`src/pkg/bsb_pkg.sv`:
```
// package: encodings, widths and timing for the bit-set / branch / skip executor
package bsb_pkg;
    localparam int PC_W = 21;
    localparam int ADDR_W = 12;
    localparam int OFS_W = 11;
    localparam logic [4:0] OP_JUMP = 5'h1A;
    localparam logic [3:0] OP_FORCE_ONE = 4'h8;
    localparam logic [3:0] OP_SKIP_ZERO = 4'hB;
    localparam logic [3:0] OP_SKIP_ONE = 4'hA;
    localparam logic [PC_W-1:0] PC_STEP = 21'h000002;
    localparam logic [PC_W-1:0] PC_RESET = 21'h000000;
    localparam logic [3:0] BANK_LOW = 4'h0;
    localparam logic [7:0] BYTE_ZERO = 8'h00;
    localparam logic [7:0] BYTE_ONE = 8'h01;
    localparam logic [1:0] CYC_JUMP = 2'h2;
    localparam logic [1:0] CYC_SKIP = 2'h2;
    localparam logic [1:0] CYC_SKIP_LONG = 2'h3;
    localparam logic [1:0] CYC_ONE = 2'h1;
    localparam logic [15:0] NOP_WORD = 16'h0000;
    // instruction word field positions
    localparam int INSTR_W = 16;
    localparam int OP_LO = 12;
    localparam int JUMP_OP_LO = 11;
    localparam int BIT_HI = 11;
    localparam int BIT_LO = 9;
    localparam int ACCESS_POS = 8;
    localparam int FILE_W = 8;
    typedef enum logic [1:0] {BSB_EXEC, BSB_FLUSH, BSB_FLUSH2} bsb_state_e;
endpackage

```
`src/core/bsb_addr_map.sv`:
```
// module: maps an 8-bit operand address onto the 12-bit data space
`timescale 1ns/1ns
module bsb_addr_map
    import bsb_pkg::*;
(
    // operand
    input wire logic [7:0] file_addr_in,
    input wire logic access_sel_in,
    input wire logic [3:0] bank_select_register_in,
    // result
    output logic [ADDR_W-1:0] data_addr_out
);
    // access=0 lands in the shared low bank whatever the bank register holds
    always_comb begin
        if (access_sel_in) begin
            data_addr_out = {bank_select_register_in, file_addr_in};
        end else begin
            data_addr_out = {BANK_LOW, file_addr_in};
        end
    end
endmodule // bsb_addr_map

```
`src/core/bsb_exec.sv`:
```
// module: executes jump, bit force one and bit test skip instructions
// ==========================================================
// Overview of operation
// - relative jump takes two cycles, second idle
// - force one sets chosen bit, others kept
// - access bit zero selects shared low bank
// - access bit one uses bank register bank
// - jump is five-bit opcode, eleven-bit offset
// - target is jump address plus two plus 2n
`timescale 1ns/1ns
module bsb_exec
    import bsb_pkg::*;
(
    // clock and reset
    input wire logic ref_clk_in,
    input wire logic reset_n_in,
    // instruction stream, one word per cycle
    input wire logic [15:0] instr_in,
    input wire logic next_is_two_word_in,
    input wire logic [3:0] bank_select_register_in,
    // data memory read port, same-cycle data
    input wire logic [7:0] rd_data_in,
    output logic [ADDR_W-1:0] mem_addr_out,
    // data memory write port
    output logic wr_en_out,
    output logic [7:0] wr_data_out,
    output logic [ADDR_W-1:0] wr_addr_out,
    // core status
    output logic [PC_W-1:0] pc_out,
    output logic idle_cycle_out
);
    // ==========================================================
    // decode
    function automatic logic is_bit_op(input logic [15:0] w, input logic [3:0] op);
        is_bit_op = (w[INSTR_W-1:OP_LO] == op);
    endfunction

    bsb_state_e state;
    bsb_state_e next_state;
    logic [PC_W-1:0] next_pc;
    logic next_wr_en;
    logic [7:0] next_wr_data;
    logic [ADDR_W-1:0] next_wr_addr;
    logic [7:0] bit_mask;
    logic bit_val;
    logic [PC_W-1:0] jump_ofs;
    logic do_jump;
    logic do_force;
    logic do_skip;

    bsb_addr_map u_map (
        .file_addr_in(instr_in[FILE_W-1:0]),
        .access_sel_in(instr_in[ACCESS_POS]),
        .bank_select_register_in(bank_select_register_in),
        .data_addr_out(mem_addr_out)
    );

    always_comb begin
        bit_mask = BYTE_ONE << instr_in[BIT_HI:BIT_LO];
        bit_val = |(rd_data_in & bit_mask);
        jump_ofs = PC_W'({{(PC_W-OFS_W-1){instr_in[OFS_W-1]}}, instr_in[OFS_W-1:0], 1'b0});
        do_jump = (state == BSB_EXEC) && (instr_in[INSTR_W-1:JUMP_OP_LO] == OP_JUMP);
        do_force = (state == BSB_EXEC) && is_bit_op(instr_in, OP_FORCE_ONE);
        do_skip = (state == BSB_EXEC)
            && ((is_bit_op(instr_in, OP_SKIP_ZERO) && !bit_val)
            || (is_bit_op(instr_in, OP_SKIP_ONE) && bit_val));
    end

    // ==========================================================
    // sequencing; pc holds the address of the word in execute
    always_comb begin
        next_state = BSB_EXEC;
        next_pc = pc_out + PC_STEP;
        next_wr_en = 1'b0;
        next_wr_data = wr_data_out;
        next_wr_addr = wr_addr_out;
        case (state)
            BSB_EXEC: begin
                if (do_jump) begin
                    next_pc = pc_out + PC_STEP + jump_ofs;
                    next_state = BSB_FLUSH;
                end else if (do_skip) begin
                    // the fetched word is thrown away, not executed
                    next_state = next_is_two_word_in ? BSB_FLUSH2 : BSB_FLUSH;
                end else if (do_force) begin
                    next_wr_en = 1'b1;
                    next_wr_data = rd_data_in | bit_mask;
                    next_wr_addr = mem_addr_out;
                end
            end
            BSB_FLUSH2: begin
                next_state = BSB_FLUSH;
            end
            // every flush state drains back to execute, so none can stick
            default: begin
                next_state = BSB_EXEC;
            end
        endcase
    end

    always_ff @(posedge ref_clk_in or negedge reset_n_in) begin
        if (!reset_n_in) begin
            state <= BSB_EXEC;
            pc_out <= PC_RESET;
            wr_en_out <= 1'b0;
            wr_data_out <= BYTE_ZERO;
            wr_addr_out <= '0;
        end else begin
            state <= next_state;
            pc_out <= next_pc;
            wr_en_out <= next_wr_en;
            wr_data_out <= next_wr_data;
            wr_addr_out <= next_wr_addr;
        end
    end

    // idle cycles write nothing and do not advance the discarded word's effects
    assign idle_cycle_out = (state != BSB_EXEC);

    // ==========================================================
    // checks
    // skip codes differ only in the low opcode bit, which is the level that does not skip
    property p_jump_two;
        @(posedge ref_clk_in) disable iff (!reset_n_in)
        do_jump |=> idle_cycle_out ##1 !idle_cycle_out;
    endproperty
    a_jump_two: assert property (p_jump_two) else $error("jump not two cycles");

    property p_jump_target;
        @(posedge ref_clk_in) disable iff (!reset_n_in)
        do_jump |=> pc_out == $past(pc_out) + PC_STEP + $past(jump_ofs);
    endproperty
    a_jump_target: assert property (p_jump_target) else $error("bad jump target");

    property p_force;
        @(posedge ref_clk_in) disable iff (!reset_n_in)
        do_force |=> wr_en_out && wr_data_out == ($past(rd_data_in) | $past(bit_mask));
    endproperty
    a_force: assert property (p_force) else $error("bit force wrong");

    property p_force_bit;
        @(posedge ref_clk_in) disable iff (!reset_n_in)
        wr_en_out |-> (wr_data_out & $past(bit_mask)) != BYTE_ZERO;
    endproperty
    a_force_bit: assert property (p_force_bit) else $error("bit not set");

    property p_low_bank;
        @(posedge ref_clk_in) disable iff (!reset_n_in)
        !instr_in[ACCESS_POS] |-> mem_addr_out[ADDR_W-1:FILE_W] == BANK_LOW;
    endproperty
    a_low_bank: assert property (p_low_bank) else $error("low bank not used");

    property p_bank_reg;
        @(posedge ref_clk_in) disable iff (!reset_n_in)
        instr_in[ACCESS_POS] |-> mem_addr_out[ADDR_W-1:FILE_W] == bank_select_register_in;
    endproperty
    a_bank_reg: assert property (p_bank_reg) else $error("bank register ignored");

    property p_skip_long;
        @(posedge ref_clk_in) disable iff (!reset_n_in)
        do_skip && next_is_two_word_in |=> idle_cycle_out [*2] ##1 !idle_cycle_out;
    endproperty
    a_skip_long: assert property (p_skip_long) else $error("long skip length");

    property p_skip_short;
        @(posedge ref_clk_in) disable iff (!reset_n_in)
        do_skip && !next_is_two_word_in |=> idle_cycle_out ##1 !idle_cycle_out;
    endproperty
    a_skip_short: assert property (p_skip_short) else $error("short skip length");

    property p_idle_quiet;
        @(posedge ref_clk_in) disable iff (!reset_n_in)
        idle_cycle_out |=> !wr_en_out;
    endproperty
    a_idle_quiet: assert property (p_idle_quiet) else $error("write in idle cycle");

    property p_idle_step;
        @(posedge ref_clk_in) disable iff (!reset_n_in)
        idle_cycle_out |=> pc_out == $past(pc_out) + PC_STEP;
    endproperty
    a_idle_step: assert property (p_idle_step) else $error("idle cycle acted on word");

    property p_force_keep;
        @(posedge ref_clk_in) disable iff (!reset_n_in)
        do_force |=> (wr_data_out & ~$past(bit_mask))
            == ($past(rd_data_in) & ~$past(bit_mask));
    endproperty
    a_force_keep: assert property (p_force_keep) else $error("other bits changed");

    property p_force_addr;
        @(posedge ref_clk_in) disable iff (!reset_n_in)
        do_force |=> wr_addr_out == $past(mem_addr_out);
    endproperty
    a_force_addr: assert property (p_force_addr) else $error("write address wrong");

    property p_skip_taken;
        @(posedge ref_clk_in) disable iff (!reset_n_in)
        !idle_cycle_out
            && (is_bit_op(instr_in, OP_SKIP_ZERO) || is_bit_op(instr_in, OP_SKIP_ONE))
            && (rd_data_in[instr_in[BIT_HI:BIT_LO]] != instr_in[OP_LO])
            |=> idle_cycle_out;
    endproperty
    a_skip_taken: assert property (p_skip_taken) else $error("skip not taken");

    property p_no_skip;
        @(posedge ref_clk_in) disable iff (!reset_n_in)
        !idle_cycle_out
            && (is_bit_op(instr_in, OP_SKIP_ZERO) || is_bit_op(instr_in, OP_SKIP_ONE))
            && (rd_data_in[instr_in[BIT_HI:BIT_LO]] == instr_in[OP_LO])
            |=> !idle_cycle_out;
    endproperty
    a_no_skip: assert property (p_no_skip) else $error("skip taken without cause");

    property p_other_step;
        @(posedge ref_clk_in) disable iff (!reset_n_in)
        !idle_cycle_out && instr_in[INSTR_W-1:JUMP_OP_LO] != OP_JUMP
            |=> pc_out == $past(pc_out) + PC_STEP;
    endproperty
    a_other_step: assert property (p_other_step) else $error("pc moved without jump");

    c_jump: cover property (@(posedge ref_clk_in) disable iff (!reset_n_in) do_jump);
    c_force: cover property (@(posedge ref_clk_in) disable iff (!reset_n_in) do_force);
    c_skip: cover property (@(posedge ref_clk_in) disable iff (!reset_n_in) do_skip);
    c_skip2: cover property (@(posedge ref_clk_in) disable iff (!reset_n_in)
        do_skip && next_is_two_word_in);
endmodule // bsb_exec

```
`config.mk`:
```
export PLATFORM = sky130hd
export DESIGN_NAME = bsb_exec
export DESIGN_NICKNAME = d
export VERILOG_FILES = /design/src/pkg/bsb_pkg.sv /design/src/core/bsb_addr_map.sv /design/src/core/bsb_exec.sv
export SDC_FILE = /design/constraint.sdc
export NUM_CORES = 1
export LEC_CHECK = 0
export ABC_AREA = 1
export BUFFER_PORTS_ARGS = -buffer_cell sky130_fd_sc_hd__buf_2
export CAP_MARGIN = 25
export CORE_AREA = 2 2 101 73
export DETAILED_ROUTE_END_ITERATION = 12
export DIE_AREA = 0 0 103 75
export GPL_TIMING_DRIVEN = 1
export PLACE_DENSITY = 0.78
export SLEW_MARGIN = 20
export SYNTH_ARGS = -nofsm -noshare
export SYNTH_HDL_FRONTEND = slang
export SYNTH_SLANG_ARGS = --single-unit
```
`constraint.sdc`:
```
create_clock -name ref_clk_in -period 5.2 [get_ports ref_clk_in]
set_input_delay 0.52 -clock ref_clk_in [delete_from_list [all_inputs] [get_ports ref_clk_in]]
set_output_delay 0.52 -clock ref_clk_in [all_outputs]
set_load 0.03 [all_outputs]
```
==> After elaboration in Yosys (flattened, before gate mapping) <==
Cells that the tools add are included.
{ "op_classes": {"n_addsub": 2, "eq_ne": 5, "n_shift": 1, "muxes": 11, "n_bitwise": 4, "n_reduce_logical": 11} }
{ "op_table": {"columns": ["cell", "n"], "rows": [
  ["21-bit two-way mux", 2],
  ["21-bit by 2-bit adder with 21-bit output (second input constant)", 1],
  ["21-bit adder", 1],
  ["4-bit == test (second input constant)", 3],
  ["12-bit two-way mux", 1],
  ["8-bit AND", 1],
  ["8-bit bitwise OR", 1],
  ["8-bit OR reduction", 1],
  ["1-bit by 3-bit left shift with 8-bit output (first input constant)", 1],
  ["2-bit two-way mux", 3],
  ["5-bit == test (second input constant)", 1],
  ["1-bit logical AND", 5],
  ["1-bit two-way mux", 4],
  ["2-bit case mux with 2 select lines", 1],
  ["4-bit AND reduction", 1],
  ["2-bit == test (second input constant)", 1],
  ["2-bit zero test", 1],
  ["1-bit inverter", 2],
  ["2-bit nonzero test", 1],
  ["1-bit zero test", 1],
  ["1-bit logical OR", 1]
]} }
{ "word_totals": {"regBits": 44, "input_bits": 31, "output_inout_bits": 55} }

==> Longest topological paths before layout <==
{ "logic_depth": {"word_depth": 10, "mapped_depth": 22, "ltp_nobuf": 22} }

==> Modules after synthesis <==
From an unflattened synthesis, not the netlist that was laid out.
{ "unflattened": {"hier_cells": 531, "area_unflattened_um2": 3573.4} }
{ "by_module_without_submodules": {"columns": ["mod", "instances", "cells_each", "area_per_inst_um2", "seq_area_each_um2"], "rows": [
  ["bsb_exec", 1, 515, 3483.3, 1076.0],
  ["bsb_addr_map", 1, 16, 90.1, 0.0]
]} }

==> Least setup slack after synthesis <==
No wires, ideal clock.
{ "synth_path": {"kind": "flip-flop to flip-flop", "start": "register pc_out[3]", "end": "register pc_out[20]", "arrival_ps": 2600, "setup_slack_ps": 2483, "stages_incl_launch_ff": 19, "path_buffers": 0, "synth_period_minus_slack_ps": 2717, "path_cell_list": "dfrtp_1 -> inv_2 -> nor3_2 -> nand2_1 -> nor2_4 -> and3_1 -> nand2_1 -> and2_1 -> ha_1 -> nand2_1 -> nor3_1 -> and2_1 -> nand3_1 -> inv_2 -> nor2_4 -> nand3_1 -> nand2_1 -> nand2_1 -> nand2_1"} }
{ "synth_between": {"elab_chain_cells": 4} }
{ "synth_rtl": {"columns": ["item", "line", "source"], "rows": [
  ["from (decl)", "bsb_exec.sv:29", "output logic [PC_W-1:0] pc_out,"],
  ["from (signal assigned)", "bsb_exec.sv:110", "pc_out <= next_pc;"],
  ["21-bit by 2-bit adder with 21-bit output (*)", "bsb_exec.sv:73, bsb_exec.sv:80", null],
  ["21-bit adder", "bsb_exec.sv:80", "next_pc = pc_out + PC_STEP + jump_ofs;"],
  ["21-bit two-way mux", "bsb_exec.sv:79", "if (do_jump) begin"],
  ["21-bit two-way mux (*)", "bsb_exec.sv:77", "case (state)"],
  ["net next_pc[20]", "bsb_exec.sv:40", "logic [PC_W-1:0] next_pc;"]
]} }
The timed path passes the listed nets; every way through them passes the cells marked *.
A chain may end at the register's enable or synchronous reset.

==> Final worst setup path <==
{ "layout_path": {"start": "register pc_out[2]", "end": "register pc_out[20]"} }
Same word-level chain as after synthesis.

==> report_table.html <==
<table>
<tr><th>Metric</th><th>Value</th></tr>
<tr><th colspan="2">Pwr</th></tr>
<tr><td>Part of the total power dissipated in the clock network</td><td>11.1%</td></tr>
<tr><td>P per Cell Area</td><td>572 nW/um2</td></tr>
<tr><td>Power dissipated by switching net loads</td><td>0.00130 W</td></tr>
<tr><td>Maximum vdd drop</td><td>0.000238 V</td></tr>
<tr><td>Leakage power total</td><td>2.36 nW</td></tr>
<tr><td>Switching fraction of total power</td><td>54.4%</td></tr>
<tr><td>Part of the total power dissipated in combinational logic</td><td>65.1%</td></tr>
<tr><td>Int Pwr</td><td>0.00109 W</td></tr>
<tr><td>Share of total power in sequential cells</td><td>23.8%</td></tr>
<tr><th colspan="2">Routing</th></tr>
<tr><td>Iteration-0 DRC Markers</td><td>238</td></tr>
<tr><td>Vias post-DR</td><td>3,658</td></tr>
<tr><td>Antenna Nets Post-Route</td><td>0</td></tr>
<tr><td>Total length of routed wires</td><td>10.2 mm</td></tr>
<tr><td>First-pass DRT Iterations</td><td>5</td></tr>
<tr><td>Per-cell routed wire length</td><td>14.7 um</td></tr>
<tr><td>Vias per cell</td><td>5.27</td></tr>
<tr><td>Final routed DRC violation total</td><td>0</td></tr>
<tr><th colspan="2">Synth</th></tr>
<tr><td>Simple-gate area share of the yosys netlist</td><td>36.3%</td></tr>
<tr><td>Complex-gate fraction of the synthesized area</td><td>10.2%</td></tr>
<tr><td>Adder-cell area share of the yosys netlist</td><td>8.83%</td></tr>
<tr><td>Mux cell area share after synthesis</td><td>0%</td></tr>
<tr><td>Post-synth net total</td><td>579</td></tr>
<tr><td>Post-Synth XOR/XNOR Area</td><td>4.28%</td></tr>
<tr><td>Post-synth EDFFs</td><td>0</td></tr>
<tr><td>Per-instance average area after synthesis</td><td>6.94 um2</td></tr>
<tr><td>Yosys warning count</td><td>0</td></tr>
<tr><td>FF+latch count, synth</td><td>43</td></tr>
<tr><td>Portion of the post-synthesis area used by sequential elements</td><td>29.7%</td></tr>
<tr><td>Share of synthesized registers carrying an async set or reset</td><td>100%</td></tr>
<tr><td>Main combinational cell family by area after synthesis</td><td>simple AND/OR/NAND/NOR gates</td></tr>
<tr><td>Count of different cell masters after synthesis</td><td>37</td></tr>
<tr><td>Netlist area before placement</td><td>3630 um2</td></tr>
<tr><td>Synthesized netlist cell count</td><td>523</td></tr>
<tr><td>Most used DFF post-synth</td><td>dfrtp_1</td></tr>
<tr><th colspan="2">STA</th></tr>
<tr><td>Highest clock rate</td><td>0.343 GHz</td></tr>
<tr><td>Final worst slack</td><td>2.29 ns</td></tr>
<tr><td>Max-slew violation total from the final report</td><td>0</td></tr>
<tr><td>Setup repair after global routing missed its margin</td><td>no</td></tr>
<tr><td>Transition time of the tightest slew-check pin</td><td>0.832 ns</td></tr>
<tr><td>Headroom to the max-slew limit</td><td>44.4%</td></tr>
<tr><td>Setup TNS</td><td>0 ns</td></tr>
<tr><td>Number of hold-slack violations in the final timing report</td><td>0</td></tr>
<tr><td>Minimum period implied by the final worst setup slack</td><td>2.91 ns</td></tr>
<tr><td>Setup violations, final</td><td>0</td></tr>
<tr><td>Final critical-path share of the clock period</td><td>56.0%</td></tr>
<tr><td>Worst slack on hold paths</td><td>0.196 ns</td></tr>
<tr><td>Final clock skew</td><td>0.00922 ns</td></tr>
<tr><th colspan="2">CTS</th></tr>
<tr><td>Number of sinks handled by clock tree synthesis</td><td>43</td></tr>
<tr><td>Clock insertion delay at the later pin of the skew report</td><td>0.30 ns</td></tr>
<tr><td>Clock buffer count from CTS</td><td>5</td></tr>
<tr><td>TritonCTS clock tree</td><td>yes</td></tr>
<tr><td>Root Driver</td><td>clkbuf_8</td></tr>
<tr><td>CTS clock-pin slew for the worst setup and hold paths</td><td>0.09 ns</td></tr>
<tr><td>CTS max path bufs</td><td>2</td></tr>
<tr><td>Number of H-tree levels</td><td>2</td></tr>
<tr><td>Post-CTS Setup Inserts</td><td>0</td></tr>
<tr><td>Number of buffers added to fix hold violations after cts</td><td>0</td></tr>
<tr><td>Number of gates resized after cts</td><td>0</td></tr>
<tr><th colspan="2">Critical path</th></tr>
<tr><td>Crit-path most repeated cell</td><td>nand2_1</td></tr>
<tr><td>Highest net fanout along the worst path</td><td>5</td></tr>
<tr><td>Crit. End Element</td><td>flop</td></tr>
<tr><td>Startpoint types</td><td>flop</td></tr>
<tr><td>Worst flop-to-flop path startpoint</td><td>pc_out[2]</td></tr>
<tr><td>Signal arrival time at the worst endpoint</td><td>3.16 ns</td></tr>
<tr><td>Logic depth of the worst setup path including buffers</td><td>19</td></tr>
<tr><td>R2R setup slack</td><td>2.29 ns</td></tr>
<tr><td>Cell family with most CP delay</td><td>simple AND/OR/NAND/NOR gates</td></tr>
<tr><td>Slowest stage cell on the critical path</td><td>dfrtp_1</td></tr>
<tr><td>CP max stage delay</td><td>0.42 ns</td></tr>
<tr><td>Critical setup path kind</td><td>reg -&gt; reg</td></tr>
<tr><td>Critical path, cell by cell</td><td>inv_1, nor3_2, nand2_1, nor2_4, and3_1, nand2_1, and2_1, ha_1, nand2_1, nor3_1, and2_1, nand3_1, inv_2, nor2_4, inv_1, nand2_1, nand2_1, nand2_1, nand2_1</td></tr>
<tr><td>Cell count of the worst reg-to-reg path</td><td>19</td></tr>
<tr><td>Required @ worst endpoint</td><td>5.44 ns</td></tr>
<tr><td>Worst flop-to-flop path endpoint</td><td>pc_out[20]</td></tr>
<tr><td>Combined buffer and inverter count along the critical path</td><td>3</td></tr>
<tr><th colspan="2">Run status</th></tr>
<tr><td>Result of the run</td><td>finished clean</td></tr>
<tr><th colspan="2">Final layout</th></tr>
<tr><td>Total inserted antenna cells</td><td>0</td></tr>
<tr><td>Share of final-layout standard cells stronger than drive strength 1</td><td>20.7%</td></tr>
<tr><td>Post-synthesis to final-layout area growth</td><td>15.0%</td></tr>
<tr><td>Net count reported at finish</td><td>656</td></tr>
<tr><th colspan="2">GRT</th></tr>
<tr><td>Antenna violations before repair</td><td>0</td></tr>
<tr><td>Overall global routing resource usage</td><td>27.7%</td></tr>
<tr><td>Number of global-route vias before repair</td><td>3,232</td></tr>
<tr><td>Global-route congestion overflow total</td><td>0</td></tr>
<tr><td>Global-route wire length before repair</td><td>16.3 mm</td></tr>
<tr><td>Pin count of the biggest net entering global routing</td><td>44</td></tr>
<tr><th colspan="2">Place</th></tr>
<tr><td>Dpl hpwl</td><td>8.21 mm</td></tr>
<tr><td>Final RePlAce weighted congestion</td><td>0.979</td></tr>
<tr><td>Pre-CTS setup slack</td><td>2.38 ns</td></tr>
<tr><td>Buffers on Ports</td><td>84</td></tr>
<tr><th colspan="2">Die</th></tr>
<tr><td>Site row count</td><td>25</td></tr>
<tr><td>Boundary pin count</td><td>86</td></tr>
<tr><td>Height of the die</td><td>75 um</td></tr>
<tr><td>Horizontal die dimension</td><td>103 um</td></tr>
<tr><td>Standard cell core area</td><td>6690 um2</td></tr>
<tr><td>Die footprint</td><td>7730 um2</td></tr>
<tr><td>Initial Util</td><td>54.2%</td></tr>
<tr><th colspan="2">Worst hold path</th></tr>
<tr><td>Path type of the worst min-delay path</td><td>in -&gt; async</td></tr>
<tr><th colspan="2">Flow run</th></tr>
<tr><td>Number of maximum-capacitance violations</td><td>0</td></tr>
</table>
kinds of logic after synthesis:
| logic type | after synthesis |
|---|---|
| AND/OR/NAND/NOR | 286 |
| buffers and inverters | 89 |
| AO/OA/AOI/OAI | 63 |
| flip-flops | 43 |
| adder cells (fa/ha/maj) | 25 |
| XOR/XNOR | 16 |
| other | 1 |
Yosys cell counts, types with 6 or more instances:
master | n | area (um2)
o21a_1 | 9 | 67.6
nor3_1 | 6 | 30.0
a21o_1 | 6 | 45.0
o21ai_0 | 6 | 30.0
ha_1 | 24 | 300
a21oi_1 | 20 | 100
buf_4 | 9 | 67.6
inv_1 | 65 | 244
nand3_1 | 55 | 275
inv_2 | 9 | 33.8
dfrtp_1 | 43 | 1080
and2_1 | 6 | 37.5
o21ai_1 | 13 | 65.1
xor2_1 | 8 | 70.1
nand2_1 | 165 | 619
xnor2_1 | 6 | 52.6
nor2_1 | 23 | 86.3
sequential cells by signal, summed over array words and instances, names as in the netlist:
name	cells
pc_out	20
wr_en_out	1
wr_addr_out	12
state	2
wr_data_out	8
cells in the final DEF, fill, tap and decap left out, drive strengths merged, types with 4 or more instances in the layout:
master / Yosys / routed
nand4: 4 / 4
nand2: 168 / 168
nand3b: 4 / 4
clkbuf: 0 / 5
nor2: 30 / 30
dfrtp: 43 / 43
inv: 74 / 74
and2: 6 / 6
xor2: 8 / 8
o21a: 9 / 9
o21bai: 4 / 4
o22ai: 4 / 4
buf: 15 / 85
a21o: 6 / 6
xnor2: 8 / 8
or2: 5 / 5
ha: 24 / 24
o21ai: 19 / 19
a21oi: 20 / 20
nand3: 55 / 55
nor3: 12 / 12
layer usage:
| metal | share of wire, % | global-route usage (%) | vias to the layer above |
|---|---|---|---|
| met5 | 0 | 0 | - |
| met4 | 1.2 | 6.87 | 0 |
| met3 | 8.8 | 6.31 | 13 |
| met2 | 41 | 39.2 | 152 |
| met1 | 49 | 42.6 | 1673 |
| li1 | - | - | 1820 |
power by group through the flow:
stage               Combinational, W  Sequential [W]  Clock (W)
floorplan                   0.000902        0.000763          0
global placement             0.00149        0.000565          0
detailed placement           0.00151        0.000570          0
CTS                          0.00152        0.000563   0.000267
global route                 0.00170        0.000582   0.000278
finish                       0.00155        0.000567   0.000265
through the flow:
step	total power, W	util [%]	instances	cell area [um2]
floorplan	0.00167	-	523	3630
global placement	0.00205	60.7	687	4060
detailed placement	0.00208	60.7	687	4060
CTS	0.00235	62.3	694	4170
global route	0.00256	62.3	694	4170
finish	0.00238	62.3	694	4170
how the worst max path moves through the flow:
stage,endpoint,slack [ns],from
after floorplan,pc_out[20],2.48,pc_out[3]
after global routing,pc_out[20],2.07,pc_out[2]
after detailed placement,pc_out[20],2.38,pc_out[2]
final,pc_out[20],2.29,pc_out[2]
after global placement,pc_out[20],2.39,pc_out[2]
after CTS,pc_out[20],2.35,pc_out[2]
layout make-up:
cell class              count  area [um2]
clock buffers               5        68.8
well taps                  94         118
clock inverters             2        37.5
flip-flops and latches     43        1080
repair buffers             85         430
fillers                   615        2520
multi-input cells         391        2160
inverters                  74         278
Note: power is estimated with default switching activity, not from simulation.
